<file path="src/rtl/stc3_pkg.sv">
/*
 * Package of the 16-bit timer/counter: register offsets, control field
 * layout, reset values, special-event code and timing constants.
 * Assumes a 32-bit AHB-Lite register bus and a 10 MHz ref_clk.
 */
package stc3_pkg;

	// ----------------------------------------------------------------
	// register map, byte addresses
	// ----------------------------------------------------------------
	localparam logic [7:0] ADDR_CONTROL = 8'h00;
	localparam logic [7:0] ADDR_COUNT_LOW = 8'h04;
	localparam logic [7:0] ADDR_COUNT_HIGH = 8'h08;
	localparam logic [7:0] ADDR_FLAGS = 8'h0c;
	localparam logic [7:0] ADDR_ENABLES = 8'h10;
	localparam int ADDR_BITS = 8;

	// ----------------------------------------------------------------
	// field positions and reset values
	// ----------------------------------------------------------------
	localparam int FLAG_OVERFLOW_BIT = 0;
	localparam int ENABLE_OVERFLOW_BIT = 0;
	localparam logic [7:0] CONTROL_RESET = 8'h00;
	localparam logic [15:0] COUNT_RESET = 16'h0000;
	localparam logic [15:0] COUNT_LAST = 16'hffff;
	localparam logic [3:0] SPECIAL_EVENT_CODE = 4'hb;
	localparam logic [31:0] READ_UNMAPPED = 32'h0000_0000;

	// ----------------------------------------------------------------
	// timing: instruction clock is the system clock divided by four
	// ----------------------------------------------------------------
	localparam int REF_CLK_HZ = 10_000_000;
	localparam int INSTR_DIVIDE = 4;
	localparam logic [1:0] INSTR_PHASE_LAST = 2'(INSTR_DIVIDE - 1);

	// control register, bit 7 down to bit 0
	typedef struct packed {
		logic wide_access_enable;
		logic time_base_select_upper;
		logic [1:0] input_prescale_select;
		logic time_base_select_lower;
		logic external_sync_disable;
		logic clock_source_select;
		logic counter_run;
	} stc3_control_t;

	// one captured AHB address phase
	typedef struct packed {
		logic valid;
		logic write;
		logic [ADDR_BITS-1:0] addr;
	} stc3_bus_phase_t;

	// last prescaler count for each select code: 1:1, 1:2, 1:4, 1:8
	function automatic logic [2:0] stc3_prescale_last(input logic [1:0] sel);
		logic [2:0] last;
		last = 3'h0;
		case (sel)
			2'h0: last = 3'h0;
			2'h1: last = 3'h1;
			2'h2: last = 3'h3;
			2'h3: last = 3'h7;
			default: last = 3'h0;
		endcase
		return last;
	endfunction : stc3_prescale_last

endpackage : stc3_pkg

</file>
<file path="src/rtl/stc3_timer.sv">
/*
 * 16-bit up-counting timer/counter with prescaler, buffered 16-bit access,
 * overflow flag, special-event reset and capture/compare time-base select.
 * Assumes: AHB-Lite single word transfers with an idle cycle between them,
 * external count pin and oscillator asynchronous to ref_clk.
 */
// The register offsets and the AHB-Lite register port were decided locally.
`timescale 1ns/100ps

module stc3_timer (
	input wire logic ref_clk,
	input wire logic rst,
	// ahb-lite slave
	input wire logic hsel,
	input wire logic [31:0] haddr,
	input wire logic [1:0] htrans,
	input wire logic hwrite,
	input wire logic [2:0] hsize,
	input wire logic [31:0] hwdata,
	input wire logic hready,
	output logic hreadyout,
	output logic hresp,
	output logic [31:0] hrdata,
	// clock inputs from pins
	input wire logic external_count_pin,
	input wire logic low_freq_osc_in,
	input wire logic low_freq_osc_enable,
	output logic [1:0] pin_read_value,
	// capture/compare units
	input wire logic [3:0] first_capcomp_mode,
	input wire logic [3:0] second_capcomp_mode,
	input wire logic first_capcomp_match,
	input wire logic second_capcomp_match,
	output logic first_unit_uses_this_timer,
	output logic second_unit_uses_this_timer,
	// converter and interrupt request
	input wire logic adc_enable,
	output logic adc_start,
	output logic overflow_irq
);

	// ----------------------------------------------------------------
	// registers
	// ----------------------------------------------------------------
	stc3_pkg::stc3_control_t control_reg;
	stc3_pkg::stc3_control_t control_next;
	logic [15:0] count_reg;
	logic [15:0] count_next;
	logic [7:0] high_buffer_reg;
	logic [7:0] high_buffer_next;
	logic overflow_flag_reg;
	logic overflow_flag_next;
	logic overflow_irq_enable_reg;
	logic overflow_irq_enable_next;
	logic [2:0] prescale_reg;
	logic [2:0] prescale_next;
	logic [1:0] instr_phase_reg;
	logic sync_pending_reg;
	logic sync_pending_next;
	logic [1:0] pin_meta_reg;
	logic [1:0] pin_sync_reg;
	logic ext_prev_reg;
	logic armed_reg;
	logic [1:0] pin_read_reg;
	logic adc_start_reg;
	stc3_pkg::stc3_bus_phase_t phase_reg;
	logic [31:0] hrdata_reg;

	// ----------------------------------------------------------------
	// bus decode
	// ----------------------------------------------------------------
	wire addr_accept = hsel && htrans[1] && hready;
	wire [stc3_pkg::ADDR_BITS-1:0] addr_now = haddr[stc3_pkg::ADDR_BITS-1:0];
	wire rd_now = addr_accept && !hwrite;
	wire rd_low_now = rd_now && (addr_now == stc3_pkg::ADDR_COUNT_LOW);
	wire wr_phase = phase_reg.valid && phase_reg.write;
	wire wr_control = wr_phase && (phase_reg.addr == stc3_pkg::ADDR_CONTROL);
	wire wr_low = wr_phase && (phase_reg.addr == stc3_pkg::ADDR_COUNT_LOW);
	wire wr_high = wr_phase && (phase_reg.addr == stc3_pkg::ADDR_COUNT_HIGH);
	wire wr_flags = wr_phase && (phase_reg.addr == stc3_pkg::ADDR_FLAGS);
	wire wr_enables = wr_phase && (phase_reg.addr == stc3_pkg::ADDR_ENABLES);
	wire [7:0] wdata_byte = hwdata[7:0];
	wire wide = control_reg.wide_access_enable;

	// high byte as seen by software
	wire [7:0] high_view = wide ? high_buffer_reg : count_reg[15:8];

	logic [31:0] read_mux;
	always_comb begin
		read_mux = stc3_pkg::READ_UNMAPPED;
		case (addr_now)
			stc3_pkg::ADDR_CONTROL: read_mux = {24'h000000, control_reg};
			stc3_pkg::ADDR_COUNT_LOW: read_mux = {24'h000000, count_reg[7:0]};
			stc3_pkg::ADDR_COUNT_HIGH: read_mux = {24'h000000, high_view};
			stc3_pkg::ADDR_FLAGS: read_mux = {31'h00000000, overflow_flag_reg};
			stc3_pkg::ADDR_ENABLES: read_mux = {31'h00000000, overflow_irq_enable_reg};
			default: read_mux = stc3_pkg::READ_UNMAPPED;
		endcase
	end

	// ----------------------------------------------------------------
	// pin synchronisers and pin read path
	// ----------------------------------------------------------------
	wire [1:0] pin_raw = {low_freq_osc_in, external_count_pin};

	genvar gi;
	generate
		for (gi = 0; gi < 2; gi++) begin : g_pin_sync
			always_ff @(posedge ref_clk or posedge rst) begin
				if (rst) begin
					pin_meta_reg[gi] <= 1'b0;
					pin_sync_reg[gi] <= 1'b0;
				end else begin
					pin_meta_reg[gi] <= pin_raw[gi];
					pin_sync_reg[gi] <= pin_meta_reg[gi];
				end
			end
		end
	endgenerate

	// oscillator running: pin logic is cut off and both pins read low
	wire [1:0] pin_read_next = low_freq_osc_enable ? 2'h0 : pin_sync_reg;

	// ----------------------------------------------------------------
	// input clock selection and edge detection
	// ----------------------------------------------------------------
	wire instr_tick = (instr_phase_reg == stc3_pkg::INSTR_PHASE_LAST);
	wire ext_level = low_freq_osc_enable ? pin_sync_reg[1] : pin_sync_reg[0];
	wire ext_fall = ext_prev_reg && !ext_level;
	// rising edges count only once a falling edge has armed the input
	wire ext_rise = !ext_prev_reg && ext_level && armed_reg;
	wire external = control_reg.clock_source_select;
	wire unsync = external && control_reg.external_sync_disable;
	wire source_tick = external ? ext_rise : instr_tick;
	wire run = control_reg.counter_run;

	// ----------------------------------------------------------------
	// prescaler
	// ----------------------------------------------------------------
	wire [2:0] prescale_last = stc3_pkg::stc3_prescale_last(control_reg.input_prescale_select);
	wire prescale_wrap = run && source_tick && (prescale_reg >= prescale_last);

	always_comb begin
		prescale_next = prescale_reg;
		if (wr_low) begin
			prescale_next = 3'h0;
		end else if (run && source_tick) begin
			prescale_next = prescale_wrap ? 3'h0 : prescale_reg + 3'h1;
		end
	end

	// ----------------------------------------------------------------
	// count advance
	// ----------------------------------------------------------------
	// synchronised external edges wait for the next instruction cycle
	wire sync_path = external && !unsync;
	wire increment_ext_sync = sync_path && run && instr_tick && (sync_pending_reg || prescale_wrap);
	wire increment_direct = !sync_path && prescale_wrap;
	wire increment = increment_direct || increment_ext_sync;

	always_comb begin
		sync_pending_next = sync_pending_reg;
		if (!sync_path || !run || wr_low) begin
			sync_pending_next = 1'b0;
		end else if (instr_tick) begin
			sync_pending_next = 1'b0;
		end else if (prescale_wrap) begin
			sync_pending_next = 1'b1;
		end
	end

	// ----------------------------------------------------------------
	// special event and time-base selection
	// ----------------------------------------------------------------
	assign first_unit_uses_this_timer = control_reg.time_base_select_upper;
	assign second_unit_uses_this_timer = control_reg.time_base_select_upper
		|| control_reg.time_base_select_lower;
	wire first_event = first_capcomp_match && first_unit_uses_this_timer
		&& (first_capcomp_mode == stc3_pkg::SPECIAL_EVENT_CODE);
	wire second_event = second_capcomp_match && second_unit_uses_this_timer
		&& (second_capcomp_mode == stc3_pkg::SPECIAL_EVENT_CODE);
	wire special_reset = first_event || second_event;
	wire adc_start_next = special_reset && adc_enable;

	// ----------------------------------------------------------------
	// count and buffer update
	// ----------------------------------------------------------------
	wire wrap = increment && (count_reg == stc3_pkg::COUNT_LAST);
	wire count_write = wr_low || (wr_high && !wide);

	always_comb begin
		count_next = count_reg;
		if (wr_low) begin
			// write wins over a same-cycle special-event reset
			count_next[7:0] = wdata_byte;
			if (wide) begin
				count_next[15:8] = high_buffer_reg;
			end
		end else if (wr_high && !wide) begin
			count_next[15:8] = wdata_byte;
		end
		if (!count_write && special_reset) begin
			count_next = stc3_pkg::COUNT_RESET;
		end else if (!count_write && increment) begin
			count_next = count_reg + 16'h0001;
		end
	end

	always_comb begin
		high_buffer_next = high_buffer_reg;
		if (wr_high && wide) begin
			high_buffer_next = wdata_byte;
		end else if (rd_low_now && wide) begin
			high_buffer_next = count_reg[15:8];
		end
	end

	// ----------------------------------------------------------------
	// control, flag and enable registers
	// ----------------------------------------------------------------
	assign control_next = wr_control ? stc3_pkg::stc3_control_t'(wdata_byte) : control_reg;
	assign overflow_irq_enable_next = wr_enables
		? hwdata[stc3_pkg::ENABLE_OVERFLOW_BIT] : overflow_irq_enable_reg;

	always_comb begin
		overflow_flag_next = overflow_flag_reg;
		if (wr_flags) begin
			overflow_flag_next = hwdata[stc3_pkg::FLAG_OVERFLOW_BIT];
		end
		// besides a write of 1, only a real wrap sets it, never a special-event reset; set wins
		if (wrap && !special_reset && !count_write) begin
			overflow_flag_next = 1'b1;
		end
	end

	// ----------------------------------------------------------------
	// sequential state
	// ----------------------------------------------------------------
	always_ff @(posedge ref_clk or posedge rst) begin
		if (rst) begin
			control_reg <= stc3_pkg::stc3_control_t'(stc3_pkg::CONTROL_RESET);
		end else begin
			control_reg <= control_next;
		end
	end

	always_ff @(posedge ref_clk or posedge rst) begin
		if (rst) begin
			count_reg <= stc3_pkg::COUNT_RESET;
		end else begin
			count_reg <= count_next;
		end
	end

	always_ff @(posedge ref_clk or posedge rst) begin
		if (rst) begin
			high_buffer_reg <= 8'h00;
		end else begin
			high_buffer_reg <= high_buffer_next;
		end
	end

	always_ff @(posedge ref_clk or posedge rst) begin
		if (rst) begin
			overflow_flag_reg <= 1'b0;
		end else begin
			overflow_flag_reg <= overflow_flag_next;
		end
	end

	always_ff @(posedge ref_clk or posedge rst) begin
		if (rst) begin
			overflow_irq_enable_reg <= 1'b0;
		end else begin
			overflow_irq_enable_reg <= overflow_irq_enable_next;
		end
	end

	always_ff @(posedge ref_clk or posedge rst) begin
		if (rst) begin
			prescale_reg <= 3'h0;
		end else begin
			prescale_reg <= prescale_next;
		end
	end

	always_ff @(posedge ref_clk or posedge rst) begin
		if (rst) begin
			sync_pending_reg <= 1'b0;
		end else begin
			sync_pending_reg <= sync_pending_next;
		end
	end

	always_ff @(posedge ref_clk or posedge rst) begin
		if (rst) begin
			instr_phase_reg <= 2'h0;
		end else begin
			instr_phase_reg <= instr_phase_reg + 2'h1;
		end
	end

	always_ff @(posedge ref_clk or posedge rst) begin
		if (rst) begin
			ext_prev_reg <= 1'b0;
		end else begin
			ext_prev_reg <= ext_level;
		end
	end

	always_ff @(posedge ref_clk or posedge rst) begin
		if (rst) begin
			armed_reg <= 1'b0;
		end else begin
			// rearm after any control register write or while stopped
			armed_reg <= (wr_control || !run) ? 1'b0 : (armed_reg || ext_fall);
		end
	end

	always_ff @(posedge ref_clk or posedge rst) begin
		if (rst) begin
			pin_read_reg <= 2'h0;
		end else begin
			pin_read_reg <= pin_read_next;
		end
	end

	always_ff @(posedge ref_clk or posedge rst) begin
		if (rst) begin
			adc_start_reg <= 1'b0;
		end else begin
			adc_start_reg <= adc_start_next;
		end
	end

	always_ff @(posedge ref_clk or posedge rst) begin
		if (rst) begin
			overflow_irq <= 1'b0;
		end else begin
			overflow_irq <= overflow_flag_next && overflow_irq_enable_next;
		end
	end

	always_ff @(posedge ref_clk or posedge rst) begin
		if (rst) begin
			phase_reg <= '0;
			hrdata_reg <= 32'h0000_0000;
		end else begin
			phase_reg.valid <= addr_accept;
			phase_reg.write <= hwrite;
			phase_reg.addr <= addr_now;
			if (rd_now) begin
				hrdata_reg <= read_mux;
			end
		end
	end

	// ----------------------------------------------------------------
	// outputs
	// ----------------------------------------------------------------
	assign hreadyout = 1'b1;
	assign hresp = 1'b0;
	assign hrdata = hrdata_reg;
	assign pin_read_value = pin_read_reg;
	assign adc_start = adc_start_reg;

endmodule : stc3_timer

</file>
<file path="config.mk">
export PLATFORM = sky130hd
export DESIGN_NAME = stc3_timer
export DESIGN_NICKNAME = d
export VERILOG_FILES = /design/src/rtl/stc3_pkg.sv /design/src/rtl/stc3_timer.sv
export SDC_FILE = /design/constraint.sdc
export NUM_CORES = 1
export LEC_CHECK = 0
export BUFFER_PORTS_ARGS = -buffer_cell sky130_fd_sc_hd__buf_2
export CAP_MARGIN = 0
export CELL_PAD_IN_SITES_DETAIL_PLACEMENT = 1
export CELL_PAD_IN_SITES_GLOBAL_PLACEMENT = 2
export CORE_UTILIZATION = 30
export DETAILED_ROUTE_END_ITERATION = 8
export HOLD_SLACK_MARGIN = 0.08
export PLACE_DENSITY_LB_ADDON = 0.08
export SYNTH_ARGS = -nofsm -noshare
export SYNTH_HDL_FRONTEND = slang
export SYNTH_SLANG_ARGS = --single-unit
</file>
<file path="constraint.sdc">
create_clock -name ref_clk -period 4.4 [get_ports ref_clk]
set_input_delay 0.88 -clock ref_clk [delete_from_list [all_inputs] [get_ports ref_clk]]
set_output_delay 0.88 -clock ref_clk [all_outputs]
set_load 0.005 [all_outputs]
</file>
==> impl_metrics.json <==
{
  "clk_path_buf_depth": 2,
  "cts_resized": 0,
  "dp_hpwl_um": 7460,
  "met3_length_um": 292,
  "rsz0062_at_grt": "no",
  "cts_made_buffers": 9,
  "clock-sinks": 68,
  "critPathLaunchType": "flip-flop",
  "cts_setup_buffers": 0,
  "min_period_over_period_pct": 67.8,
  "drt_iter0_markers": 90,
  "syn_area_per_cell_um2": 9.72,
  "skew_ns": 0.00628,
  "ant_nets": 0,
  "crit_arrival_ns": 3.24,
  "ys_warn_count": 0,
  "setup_viol": 0,
  "required_ns": 4.66,
  "p_leak_uw": 0.00189,
  "swShare_pct": 25.2,
  "crit_type": "flip-flop to flip-flop",
  "antenna_found_initial": 0,
  "fmax_mhz": 335,
  "ys_types": 57,
  "start_util_pct": 30.7,
  "finalSetupTns_ns": 0,
  "grt_overflow": 0,
  "ys_seq_elements": 68,
  "final_util_pct": 35.7,
  "drc": 0,
  "grt_max_degree": 38,
  "hp-class": "flip-flop to flip-flop",
  "slew_headroom_pct": 26.1,
  "synthArstFlopShare_pct": 100,
  "syn_to_final_growth_pct": 16.0,
  "drt-met1-wl_um": 4760,
  "pwr-share-seq_pct": 41.7,
  "clock-root-buffer": "clkbuf_16",
  "synth_edf_count": 0,
  "grt_pass1_wl_um": 16800,
  "h-tree-depth": 3,
  "cp-end-kind": "flip-flop",
  "worst_pin_slew_ns": 1.10,
  "largest_reg_flops": 16,
  "highest_layer": "met4",
  "io_pins": 128,
  "finalHoldViolations": 0,
  "setup_ws_ns": 1.42,
  "nFillCells": 1386,
  "ys.flop_type": "dfrtp_1",
  "drt_pass1_iterations": 4,
  "routed_via_density": 5.08,
  "regArea_um2": 1700,
  "grt_pass1_vias": 3010,
  "synth_area_um2": 3680,
  "period_needed_ns": 2.98,
  "num_rows": 40,
  "grt_use_total_pct": 18.0,
  "comb_power_share_pct": 10.3,
  "multiInputGateArea_um2": 1750,
  "port_buffers": 49,
  "vdd_drop_max_mv": 0.147,
  "ys_seq_area_share_pct": 46.3,
  "num_vias": 2921,
  "syn_inst": 378,
  "slew_viol_final": 0,
  "powerDensity_nw_per_um2": 396,
  "p_switching_uw": 425,
  "die_h_um": 113,
  "wl_per_cell_um": 18.1,
  "core_um2": 12000,
  "drive_gt1_share_pct": 21.5,
  "outcome": "finished clean",
  "power.internal_uw": 1260,
  "place_worst_setup_slack_ns": 1.28,
  "drv_cap": 0,
  "die-area_um2": 12700,
  "antennaDiodeCount": 0,
  "drt_wl_total_um": 10400,
  "finalNetCount": 517,
  "pwr-share-clk_pct": 47.9,
  "cp_max_fo": 15,
  "gp_congestion": 0.794,
  "cts.clk_slew.worst_paths_ns": 0.06,
  "die_x_um": 113,
  "postCtsHoldBufs": 0,
  "cts_tree": "yes",
  "wl_met2_um": 5160,
  "clk_latency_ns": 0.34
}
## per-stage QoR
stage	cell area, µm²	hold WS (ns)	total power (µW)	instances
final	4270	0.345	1690	575
after global routing	4270	0.359	1780	575
after CTS	4270	0.349	1720	575
after detailed placement	3930	0.336	896	559
after global placement	3930	0.333	892	559
after floorplan	3770	0.331	841	402
## power groups by stage
stage / clock network [µW] / registers (µW) / logic [µW]
4_1_cts: 836 / 706 / 180
5_1_grt: 862 / 713 / 204
3_5_place_dp: 0 / 717 / 180
2_1_floorplan: 0 / 700 / 140
3_3_place_gp: 0 / 715 / 177
6_report: 810 / 706 / 175
## critical path, cell delays in order (launching register included)
cell	delay [ns]
dfrtp_1	0.42
or2_2	0.31
ha_1	0.26
and2b_2	0.21
o21a_1	0.23
o31ai_1	0.43
nand2_1	0.38
or3_1	0.46
a31oi_1	0.18
## path summary, 6_finish.rpt
check                                      from              end  slack (ns)  cells after the start
worst min-delay path            pin_meta_reg[0]  pin_sync_reg[0]        0.35                      0
worst min register to register  pin_meta_reg[0]  pin_sync_reg[0]        0.35                      0
worst max-delay path             control_reg[5]     count_reg[4]        1.42                      8
max in group asynchronous                   rst        hrdata[6]        2.78                      3
worst max register to register   control_reg[5]     count_reg[4]        1.42                      8
min in group asynchronous                   rst     phase_reg[6]        0.66                      2
## placed cells by master, fill, tap and decap left out, types with 3 or more instances in the layout
cell type,count
or3_1,8
a21oi_1,24
o21ai_0,12
nand3b_1,3
and3_1,5
ha_1,6
a211oi_1,7
or4_1,4
or2_2,3
buf_2,49
conb_1,26
a31oi_1,7
nand3_1,14
clkbuf_16,9
nor2_1,24
mux2i_1,11
nor2b_1,3
nand4_1,3
mux2_2,10
a22oi_1,8
o22ai_1,9
inv_1,9
and2b_1,3
nor3_1,8
dfrtp_1,68
nand2_1,44
xnor2_1,8
a32oi_1,6
## metal layers
metal	global-route usage (%)	up-vias
li1	-	1408
met1	23.0	1441
met2	30.0	60
met3	3.21	12
met4	8.00	0
met5	0	-
## cells in the mapped netlist (2+ instances only)
library cell	n	area share, %
dfrtp_1	68	46
nand2_1	44	4.5
buf_4	27	5.5
a21oi_1	24	3.3
nor2_1	24	2.5
nand3_1	14	1.9
o21ai_0	12	1.6
mux2i_1	11	3.0
inv_1	10	1.0
mux2_2	10	3.1
o22ai_1	9	1.5
a22oi_1	8	1.6
nor3_1	8	1.1
or3_1	8	1.4
xnor2_1	8	1.9
a211oi_1	7	1.4
a31oi_1	7	1.2
a32oi_1	6	1.4
clkbuf_1	6	0.61
ha_1	6	2.0
and3_1	5	0.85
or4_1	4	0.82
and2b_1	3	0.61
buf_2	3	0.41
nand3b_1	3	0.61
nand4_1	3	0.51
nor2b_1	3	0.51
or2_2	3	0.51
and4b_1	2	0.54
buf_1	2	0.20
conb_1	2	0.20
nand4b_1	2	0.48
o31a_1	2	0.48
## kinds of logic after synthesis
logic type,after synthesis,synth area share [%]
simple gates,138,19.8
compound gates,85,15.2
flops,68,46.3
buf+inv,50,8.47
mux,21,6.06
xor+xnor,8,1.91
fa+ha+maj,6,2.04
other cells,2,0.204
## cell type report
cell class              instances  area share (%)
flip-flops and latches         68            39.9
repair buffers                 50            5.93
inverters                      10           0.880
clock inverters                 5            1.97
well taps                     147            4.31
clock buffers                  11            5.93
multi-input cells             284            41.1
(Power assumes the default switching activity.)
